### src/pkg/boot_cfg_pkg.sv
// Constants, register map and types for the boot-source and configuration block
`default_nettype none
package boot_cfg_pkg;
  // ****************************************************************
  // Register map (byte addresses)
  // ****************************************************************
  localparam logic [7:0] OFF_CMD    = 8'h00;
  localparam logic [7:0] OFF_STATUS = 8'h04;
  localparam logic [7:0] OFF_OUTQ   = 8'h08;
  localparam logic [7:0] OFF_ERR    = 8'h0C;
  localparam logic [7:0] OFF_OPER   = 8'h10;
  localparam logic [7:0] OFF_QUES   = 8'h14;

  // Command codes written to the low nibble of the command register
  localparam logic [3:0] CMD_BOOT_INST   = 4'h1;
  localparam logic [3:0] CMD_BOOT_LOADER = 4'h2;
  localparam logic [3:0] CMD_BOOT_QUERY  = 4'h3;
  localparam logic [3:0] CMD_SELFTEST    = 4'h4;
  localparam logic [3:0] CMD_ERASE       = 4'h5;
  localparam logic [3:0] CMD_LOAD_OK     = 4'h6;
  localparam logic [3:0] CMD_RESET       = 4'h7;
  localparam logic [3:0] CMD_APP         = 4'h8;
  localparam int         CMD_W           = 4;

  // Status register fields
  localparam int ST_ADDR    = 0;
  localparam int ST_ILLEGAL = 8;
  localparam int ST_PROTECT = 9;
  localparam int ST_LDR_SW  = 10;
  localparam int ST_LDR_RUN = 11;
  localparam int ST_STORED  = 12;
  localparam int ST_BUSY    = 13;
  localparam int ST_NV_BUSY = 14;
  localparam int ST_REJECT  = 15;

  // Output queue fields: kind 0 self-test (data 1 = fail), kind 1 boot (data 1 = loader)
  localparam int OQ_VALID = 31;
  localparam int OQ_KIND  = 30;
  localparam int OQ_DATA  = 0;

  // Operation/questionable: enable in low half, event in high half
  localparam int SR_W   = 16;
  localparam int SR_EVT = 16;

  // Error codes, 16-bit two's complement
  localparam logic [15:0] ERR_NONE            = 16'h0000;
  localparam logic [15:0] ERR_MEDIA_PROTECTED = 16'hFEFE;
  localparam logic [15:0] ERR_PROG_PROTECTED  = 16'h0DAF;

  // Address switches
  localparam int         ROW_W       = 3;
  localparam int         COL_W       = 5;
  localparam logic [2:0] ILLEGAL_ROW = 3'h0;
  localparam logic [4:0] ILLEGAL_COL = 5'h1F;

  // Front indicators
  localparam int LED_N = 11;

  // ****************************************************************
  // Timing
  // ****************************************************************
  localparam int CLK_MHZ        = 25;
  localparam int SELFTEST_US    = 1000;
  localparam int SELFTEST_CYC   = SELFTEST_US * CLK_MHZ;
  localparam int NV_WRITE_US    = 10;
  localparam int NV_WRITE_CYC   = NV_WRITE_US * CLK_MHZ;
  localparam int CNT_W          = 16;
  localparam int NV_WRITES_RATED = 10000;

  typedef enum logic [1:0] {S_POWERUP, S_TEST, S_READY, S_QUERY_TEST} state_t;
endpackage
`default_nettype wire

### src/logic/boot_config.sv
// Boot-source selection, switch configuration and self-test with an APB register port
//
// The address map and register access over APB were decided locally.
`default_nettype none
module boot_config #(
  parameter int SELFTEST_CYCLES = boot_cfg_pkg::SELFTEST_CYC
) (
  input  wire logic                          pclk,
  input  wire logic                          presetn,
  input  wire logic                          psel,
  input  wire logic                          penable,
  input  wire logic                          pwrite,
  input  wire logic [7:0]                    paddr,
  input  wire logic [31:0]                   pwdata,
  output var  logic [31:0]                   prdata,
  output var  logic                          pready,
  output var  logic                          pslverr,
  input  wire logic [boot_cfg_pkg::ROW_W-1:0] sw_row,
  input  wire logic [boot_cfg_pkg::COL_W-1:0] sw_col,
  input  wire logic                          sw_protect,
  input  wire logic                          sw_loader,
  input  wire logic                          sw_aux1,
  input  wire logic                          sw_aux2,
  input  wire logic                          selftest_fault,
  input  wire logic                          nv_flag_in,
  input  wire logic [boot_cfg_pkg::SR_W-1:0]  oper_cond,
  input  wire logic [boot_cfg_pkg::SR_W-1:0]  ques_cond,
  output var  logic [boot_cfg_pkg::LED_N-1:0] led,
  output var  logic                          run_loader,
  output var  logic                          prog_erase,
  output var  logic                          nv_wr_en,
  output var  logic                          nv_wr_data
);
  // ****************************************************************
  // Declarations
  // ****************************************************************
  boot_cfg_pkg::state_t state_q;
  boot_cfg_pkg::state_t state_d;

  logic [boot_cfg_pkg::CNT_W-1:0] cnt_q;
  logic [boot_cfg_pkg::CNT_W-1:0] cnt_d;
  logic [31:0]                    prdata_d;
  logic                           pready_d;
  logic                           pslverr_d;
  logic [boot_cfg_pkg::LED_N-1:0] led_d;
  logic                           run_loader_d;
  logic                           prog_erase_d;
  logic [31:0]                    outq_q;
  logic [31:0]                    outq_d;
  logic [15:0]                    err_q;
  logic [15:0]                    err_d;
  logic                           reject_q;
  logic                           reject_d;
  logic [boot_cfg_pkg::SR_W-1:0]  oper_en_q;
  logic [boot_cfg_pkg::SR_W-1:0]  oper_en_d;
  logic [boot_cfg_pkg::SR_W-1:0]  ques_en_q;
  logic [boot_cfg_pkg::SR_W-1:0]  ques_en_d;
  logic                           nv_req;
  logic                           nv_val;
  logic                           nv_load;
  logic                           nv_stored;
  logic                           nv_busy;
  logic                           setup;
  logic                           wr;
  logic                           rd;
  logic                           mapped;
  logic                           addr_illegal;
  logic [3:0]                     cmd;
  logic [boot_cfg_pkg::SR_W-1:0]  oper_evt;
  logic [boot_cfg_pkg::SR_W-1:0]  ques_evt;
  logic [31:0]                    status;
  logic                           test_end;

  // ****************************************************************
  // Bus decode
  // ****************************************************************
  // One wait state: pready rises in the second access cycle, the
  // write or read-clear lands on that edge.
  assign setup  = psel && penable && !pready;
  assign wr     = psel && penable && pready && pwrite;
  assign rd     = psel && penable && pready && !pwrite;
  assign cmd    = pwdata[boot_cfg_pkg::CMD_W-1:0];
  assign mapped = (paddr == boot_cfg_pkg::OFF_CMD)    || (paddr == boot_cfg_pkg::OFF_STATUS)
               || (paddr == boot_cfg_pkg::OFF_OUTQ)   || (paddr == boot_cfg_pkg::OFF_ERR)
               || (paddr == boot_cfg_pkg::OFF_OPER)   || (paddr == boot_cfg_pkg::OFF_QUES);

  // Address straps; the spare switches are deliberately left unread
  assign addr_illegal = (sw_row == boot_cfg_pkg::ILLEGAL_ROW)
                     && (sw_col == boot_cfg_pkg::ILLEGAL_COL);

  // Loader image never sets an operation or questionable event bit, only the application does
  assign oper_evt = run_loader ? '0 : oper_cond;
  assign ques_evt = run_loader ? '0 : ques_cond;

  always_comb begin
    status                              = '0;
    status[boot_cfg_pkg::ST_ADDR +: 8]  = {sw_row, sw_col};
    status[boot_cfg_pkg::ST_ILLEGAL]    = addr_illegal;
    status[boot_cfg_pkg::ST_PROTECT]    = sw_protect;
    status[boot_cfg_pkg::ST_LDR_SW]     = sw_loader;
    status[boot_cfg_pkg::ST_LDR_RUN]    = run_loader;
    status[boot_cfg_pkg::ST_STORED]     = nv_stored;
    status[boot_cfg_pkg::ST_BUSY]       = (state_q != boot_cfg_pkg::S_READY);
    status[boot_cfg_pkg::ST_NV_BUSY]    = nv_busy;
    status[boot_cfg_pkg::ST_REJECT]     = reject_q;
  end

  // ****************************************************************
  // Bus answer
  // ****************************************************************
  always_comb begin
    pready_d  = setup;
    pslverr_d = setup && !mapped;
    prdata_d  = prdata;
    if (setup && !pwrite) begin
      case (paddr)
        boot_cfg_pkg::OFF_STATUS: prdata_d = status;
        boot_cfg_pkg::OFF_OUTQ:   prdata_d = outq_q;
        boot_cfg_pkg::OFF_ERR:    prdata_d = {16'h0000, err_q};
        boot_cfg_pkg::OFF_OPER:   prdata_d = {oper_evt & oper_en_q, oper_en_q};
        boot_cfg_pkg::OFF_QUES:   prdata_d = {ques_evt & ques_en_q, ques_en_q};
        default:                  prdata_d = 32'h0000_0000;
      endcase
    end
  end

  always_ff @(posedge pclk or negedge presetn) begin
    if (!presetn) begin
      prdata  <= 32'h0000_0000;
      pready  <= 1'b0;
      pslverr <= 1'b0;
    end else begin
      prdata  <= prdata_d;
      pready  <= pready_d;
      pslverr <= pslverr_d;
    end
  end

  // ****************************************************************
  // Sequencer and command handling
  // ****************************************************************
  assign test_end = (cnt_q == '0);

  always_comb begin
    state_d      = state_q;
    cnt_d        = cnt_q;
    led_d        = led;
    run_loader_d = run_loader;
    prog_erase_d = 1'b0;
    outq_d       = outq_q;
    err_d        = err_q;
    reject_d     = reject_q;
    oper_en_d    = oper_en_q;
    ques_en_d    = ques_en_q;
    nv_req       = 1'b0;
    nv_val       = 1'b0;
    nv_load      = 1'b0;

    // Reads clear; an event on the same edge below still wins
    if (rd && paddr == boot_cfg_pkg::OFF_OUTQ) begin
      outq_d = '0;
    end
    if (rd && paddr == boot_cfg_pkg::OFF_ERR) begin
      err_d = boot_cfg_pkg::ERR_NONE;
    end
    if (rd && paddr == boot_cfg_pkg::OFF_STATUS) begin
      reject_d = 1'b0;
    end
    if (wr && paddr == boot_cfg_pkg::OFF_OPER) begin
      oper_en_d = pwdata[boot_cfg_pkg::SR_W-1:0];
    end
    if (wr && paddr == boot_cfg_pkg::OFF_QUES) begin
      ques_en_d = pwdata[boot_cfg_pkg::SR_W-1:0];
    end

    case (state_q)
      boot_cfg_pkg::S_POWERUP: begin
        // Fetch the stored flag before the image decision
        nv_load = 1'b1;
        led_d   = '1;
        cnt_d   = boot_cfg_pkg::CNT_W'(SELFTEST_CYCLES - 1);
        state_d = boot_cfg_pkg::S_TEST;
      end
      boot_cfg_pkg::S_TEST: begin
        led_d = '1;
        if (test_end) begin
          led_d        = '0;
          run_loader_d = sw_loader || nv_stored;
          if (sw_loader || nv_stored) begin
            nv_req = 1'b1;
            nv_val = 1'b0;
          end
          state_d = boot_cfg_pkg::S_READY;
        end else begin
          cnt_d = cnt_q - 1'b1;
        end
      end
      boot_cfg_pkg::S_QUERY_TEST: begin
        // Indicators and configuration are left alone on a queried test
        if (test_end) begin
          outq_d                        = '0;
          outq_d[boot_cfg_pkg::OQ_VALID] = 1'b1;
          outq_d[boot_cfg_pkg::OQ_DATA]  = selftest_fault;
          state_d                       = boot_cfg_pkg::S_READY;
        end else begin
          cnt_d = cnt_q - 1'b1;
        end
      end
      boot_cfg_pkg::S_READY: begin
        if (wr && paddr == boot_cfg_pkg::OFF_CMD) begin
          case (cmd)
            boot_cfg_pkg::CMD_BOOT_INST: begin
              nv_req = 1'b1;
              nv_val = 1'b0;
            end
            boot_cfg_pkg::CMD_BOOT_LOADER: begin
              nv_req = 1'b1;
              nv_val = 1'b1;
            end
            boot_cfg_pkg::CMD_BOOT_QUERY: begin
              outq_d                        = '0;
              outq_d[boot_cfg_pkg::OQ_VALID] = 1'b1;
              outq_d[boot_cfg_pkg::OQ_KIND]  = 1'b1;
              outq_d[boot_cfg_pkg::OQ_DATA]  = nv_stored;
            end
            boot_cfg_pkg::CMD_SELFTEST: begin
              cnt_d   = boot_cfg_pkg::CNT_W'(SELFTEST_CYCLES - 1);
              state_d = boot_cfg_pkg::S_QUERY_TEST;
            end
            boot_cfg_pkg::CMD_ERASE: begin
              if (!run_loader) begin
                reject_d = 1'b1;
              end else if (sw_protect) begin
                err_d = boot_cfg_pkg::ERR_MEDIA_PROTECTED;
              end else begin
                prog_erase_d = 1'b1;
              end
            end
            boot_cfg_pkg::CMD_LOAD_OK: begin
              if (!run_loader) begin
                reject_d = 1'b1;
              end else if (sw_protect) begin
                err_d = boot_cfg_pkg::ERR_PROG_PROTECTED;
              end else begin
                nv_req = 1'b1;
                nv_val = 1'b0;
              end
            end
            boot_cfg_pkg::CMD_RESET: begin
              nv_req = 1'b1;
              nv_val = 1'b0;
            end
            boot_cfg_pkg::CMD_APP: begin
              // Application commands are ignored but flagged in the loader
              if (run_loader) begin
                reject_d = 1'b1;
              end
            end
            default: begin
              reject_d = reject_d;
            end
          endcase
        end
      end
      default: begin
        state_d = boot_cfg_pkg::S_POWERUP;
      end
    endcase
  end

  always_ff @(posedge pclk or negedge presetn) begin
    if (!presetn) begin
      state_q    <= boot_cfg_pkg::S_POWERUP;
      cnt_q      <= '0;
      led        <= '0;
      run_loader <= 1'b0;
      prog_erase <= 1'b0;
      outq_q     <= '0;
      err_q      <= boot_cfg_pkg::ERR_NONE;
      reject_q   <= 1'b0;
      oper_en_q  <= '0;
      ques_en_q  <= '0;
    end else begin
      state_q    <= state_d;
      cnt_q      <= cnt_d;
      led        <= led_d;
      run_loader <= run_loader_d;
      prog_erase <= prog_erase_d;
      outq_q     <= outq_d;
      err_q      <= err_d;
      reject_q   <= reject_d;
      oper_en_q  <= oper_en_d;
      ques_en_q  <= ques_en_d;
    end
  end

  // ****************************************************************
  // Nonvolatile boot-source store
  // ****************************************************************
  nv_boot_store u_store (
    .pclk      (pclk),
    .presetn   (presetn),
    .load      (nv_load),
    .flag_in   (nv_flag_in),
    .req       (nv_req),
    .req_val   (nv_val),
    .stored_q  (nv_stored),
    .busy      (nv_busy),
    .wr_en_q   (nv_wr_en),
    .wr_data_q (nv_wr_data)
  );
endmodule // boot_config
`default_nettype wire

### src/logic/nv_boot_store.sv
// Stored boot-source flag with write-on-change to nonvolatile memory
`default_nettype none
module nv_boot_store (
  input  wire logic pclk,
  input  wire logic presetn,
  input  wire logic load,
  input  wire logic flag_in,
  input  wire logic req,
  input  wire logic req_val,
  output var  logic stored_q,
  output var  logic busy,
  output var  logic wr_en_q,
  output var  logic wr_data_q
);
  logic                           stored_d;
  logic                           pend_q;
  logic                           pend_d;
  logic                           wr_en_d;
  logic                           wr_data_d;
  logic [boot_cfg_pkg::CNT_W-1:0] cnt_q;
  logic [boot_cfg_pkg::CNT_W-1:0] cnt_d;

  always_comb begin
    stored_d  = stored_q;
    pend_d    = pend_q;
    wr_en_d   = 1'b0;
    wr_data_d = wr_data_q;
    cnt_d     = cnt_q;
    busy      = (cnt_q != '0);
    if (load) begin
      stored_d  = flag_in;
      // Mirror of the cell's content, so an unchanged value is never rewritten
      wr_data_d = flag_in;
    end else if (req && (req_val != stored_q)) begin
      stored_d = req_val;
      pend_d   = 1'b1;
    end
    if (cnt_q != '0) begin
      cnt_d = cnt_q - 1'b1;
    end else if (pend_q) begin
      // Latest value wins; a change made during a write is written after it,
      // unless it has gone back to what the cell already holds
      pend_d = pend_d && (stored_d != stored_q);
      if (stored_q != wr_data_q) begin
        wr_en_d   = 1'b1;
        wr_data_d = stored_q;
        cnt_d     = boot_cfg_pkg::CNT_W'(boot_cfg_pkg::NV_WRITE_CYC);
      end
    end
  end

  always_ff @(posedge pclk or negedge presetn) begin
    if (!presetn) begin
      stored_q  <= 1'b0;
      pend_q    <= 1'b0;
      wr_en_q   <= 1'b0;
      wr_data_q <= 1'b0;
      cnt_q     <= '0;
    end else begin
      stored_q  <= stored_d;
      pend_q    <= pend_d;
      wr_en_q   <= wr_en_d;
      wr_data_q <= wr_data_d;
      cnt_q     <= cnt_d;
    end
  end
endmodule // nv_boot_store
`default_nettype wire

### config.mk
export PLATFORM = sky130hd
export DESIGN_NAME = boot_config
export DESIGN_NICKNAME = d
export VERILOG_FILES = /design/src/pkg/boot_cfg_pkg.sv /design/src/logic/boot_config.sv /design/src/logic/nv_boot_store.sv
export SDC_FILE = /design/constraint.sdc
export NUM_CORES = 1
export LEC_CHECK = 0
export BUFFER_PORTS_ARGS = -buffer_cell sky130_fd_sc_hd__buf_2
export CAP_MARGIN = 20
export CORE_UTILIZATION = 55
export DETAILED_ROUTE_END_ITERATION = 10
export PLACE_DENSITY_LB_ADDON = 0.25
export RECOVER_POWER = 100
export SLEW_MARGIN = 20
export SYNTH_ARGS = -nofsm -noshare
export SYNTH_HDL_FRONTEND = slang
export SYNTH_HIERARCHICAL = 1
export SYNTH_SLANG_ARGS = --single-unit
export TNS_END_PERCENT = 30
### constraint.sdc
create_clock -name pclk -period 2.8 [get_ports pclk]
set_input_delay 0.14 -clock pclk [delete_from_list [all_inputs] [get_ports pclk]]
set_output_delay 0.14 -clock pclk [all_outputs]
set_load 0.005 [all_outputs]
==> results.toml <==
[clock_tree]
cts.clk_slew.worst_paths_ps = 60
cts_made_buffers = 17
cts_setup_buffers = 0
cts_tree = "built"
htree_levels = 4
clockRootBuffer = "clkbuf_16"
clockBufferDepth = 2
clock_sinks = 156
clk_latency_ps = 430

[detailed_routing]
drt_iter0_drc = 543
ant_nets = 0
drt-vias-per-instance = 6.25
drt_pass1_iterations = 5
wl_per_cell_um = 20.6
wirelength_mm = 21.4
drc = 0
num_vias = 6496

[timing]
fin_skew_ps = 8.72
rsz0062_at_grt = "no"
setup_viol = 0
max_clock_freq_mhz = 386
relSlewSlack = 0.0910
setup_tns_ps = 0
hold_ws_ps = 16.0
tightest_slew_ps = 1360
post-route-period-util = 0.925
min_period_ps = 2590
drv_slew = 0
finalHoldViolations = 0

[pwr]
ir_drop_mv = 0.405
p_int_w = 0.00380
power_leakage_nw = 4.10
p_seq_frac = 0.444
switching_power_w = 0.00158
total_power_w = 0.00538
power.switching_fraction = 0.294
combPwrFrac = 0.153
pwr-share-clk = 0.403
cellPowerDensity_mw_per_mm2 = 588

[placement]
portBuffers = 121
place_congestion = 0.848
dp_hpwl_mm = 14.7

[floorplanning]
die_h_um = 122
die_area_mm2 = 0.0148
start_util = 0.564
coreArea_mm2 = 0.0139
die_w_um = 122
pin_count = 140
std_cell_rows = 43

[global_route]
grt_pass1_vias = 6394
busiest_layer = "met2"
met1_usage = 0.417
grtUsageMet3 = 0.0548
use_met2 = 0.466
antenna_found_initial = 0
overflow = 0
grt_max_degree = 56
grt_pass1_wl_mm = 33.5
grt_usage = 0.303

[synth]
yosys_register_bits = 156
ys_seq_area_frac = 0.496
synthArstFlopShare = 1.00
yosysTopAreaCell = "dfrtp_1"
yosys_warnings = 6
yosysMostFrequentCell = "dfrtp_1"
synth_area_leaders = "dfrtp_1 (50%), mux2_2 (5.2%), nand2_1 (3.6%)"
ys.flop_type = "dfrtp_1"
synth_cells = 718
synth_top_area_share = 0.496
syn_area_mm2 = 0.00787
ys_types = 72
synth_edf_count = 0
yosys-top-cells-count = "dfrtp_1 (156), nand2_1 (76), nand3_1 (39), mux2_2 (36), nor2_1 (35)"
synth_area_per_cell_um2 = 11.0
syn_nets = 818

[worst_setup_path]
cp.arrival_ps = 2950
crit_path_end_kind = "flop"
crit_fanout = 13
required_ps = 3160
path_class = "flop to flop"
start_kind = "flop"

[final_layout]
fillers = 1092
drive_gt1_frac = 0.251
area_growth_pct = 16.4
diodes = 0
final_nets = 946
postLayoutCoreUtil = 0.657

[job]
maxCapViolCount = 0

[worst_hold_path]
hp-class = "input port to flop"

[status]
status = "finished clean"
## power by group through the flow
stage	combinational, W	clock (W)	sequential [W]
after global routing	0.000904	0.00229	0.00239
after CTS	0.000855	0.00219	0.00238
after floorplan	0.000580	0	0.00239
after detailed placement	0.000831	0	0.00243
final	0.000822	0.00217	0.00239
after global placement	0.000793	0	0.00242
## worst max-delay path, stage by stage (launching register included)
cell and delay (ps):
dfrtp_1 420, or3_1 640, nor3_1 420, clkbuf_1 440
a21boi_0 430, a221o_1 170
## per-stage QoR
| step | instance area, µm² | setup slack, ps | instances |
|---|---|---|---|
| 3_3_place_gp | 8620 | 348 | 994 |
| 5_1_grt | 9150 | 59.7 | 1039 |
| 6_report | 9150 | 209 | 1039 |
| 3_5_place_dp | 8620 | 262 | 994 |
| 2_1_floorplan | 7870 | 431 | 718 |
| 4_1_cts | 9310 | 211 | 1039 |
## registers in the layout (all words and copies together) (netlist names), 2 cells and up
signal         cells
cnt_q             16
state_q            2
err_q             16
oper_en_q         16
u_store/cnt_q     16
ques_en_q         16
outq_q            32
prdata            32
## kinds of logic after synthesis
family | after synthesis | synth area share
xor gates and xnor gates | 20 | 0.0223
DFF | 156 | 0.496
adders and majority gates | 9 | 0.0143
muxes | 51 | 0.0706
and+or+nand+nor | 275 | 0.208
buffers and inverters | 61 | 0.0402
AOI/OAI and AO/OA | 146 | 0.148
## cell type report
cell class / instances / area (µm²) / share of cell area
Clock inverter: 13 / 119 / 0.0130
Sequential cell: 156 / 3900 / 0.427
Inverter: 12 / 45.0 / 0.00492
Tap cell: 180 / 225 / 0.0246
Multi-Input combinational cell: 501 / 3570 / 0.390
Clock buffer: 19 / 433 / 0.0473
Timing Repair Buffer: 158 / 858 / 0.0938
## metal layers
metal	routed length, µm	part of all wire
met1	8960	0.42
met2	10100	0.47
met3	1590	0.074
met4	707	0.033
met5	0	0
## final timing paths
check | start | to | slack [ps] | cells after the start
max | pready | prdata[17] | 210 | 5
min | psel | pready | 20 | 3
max reg2reg | pready | prdata[17] | 210 | 5
min reg2reg | err_q[11] | err_q[11] | 470 | 2
max in group asynchronous | presetn | outq_q[0] | 700 | 3
min in group asynchronous | presetn | prdata[3] | 570 | 2
## layout by cell type (no fill, tap or decap), types with 10 or more instances in the layout
cell           synthesis  final
a22oi_1               25     25
buf_4                 12     13
a21oi_1               14     14
mux2_2                36     36
a221o_1               16     16
nand3_1               39     39
clkbuf_1              22     29
dfrtp_1              156    156
dlygate4sd3_1          0     13
buf_2                 10     99
o21ai_0                9     10
clkbuf_16              0     17
xnor2_1               16     16
o221ai_1              13     13
a22o_1                16     16
inv_1                 12     12
a21boi_0              15     15
mux2i_1               15     15
nor2_1                35     35
nor3_1                12     13
and2_0                 0     16
nand2_1               76     76
nand4_1               10     11
## repair_timing
item | in CTS | in global routing
setup endpoints to repair | 0 | 1
resized for setup | 0 | 2
hold buffers | 13 | 0
endpoints found under the hold margin | 76 | 0
Note: power is estimated with default switching activity, not from simulation.
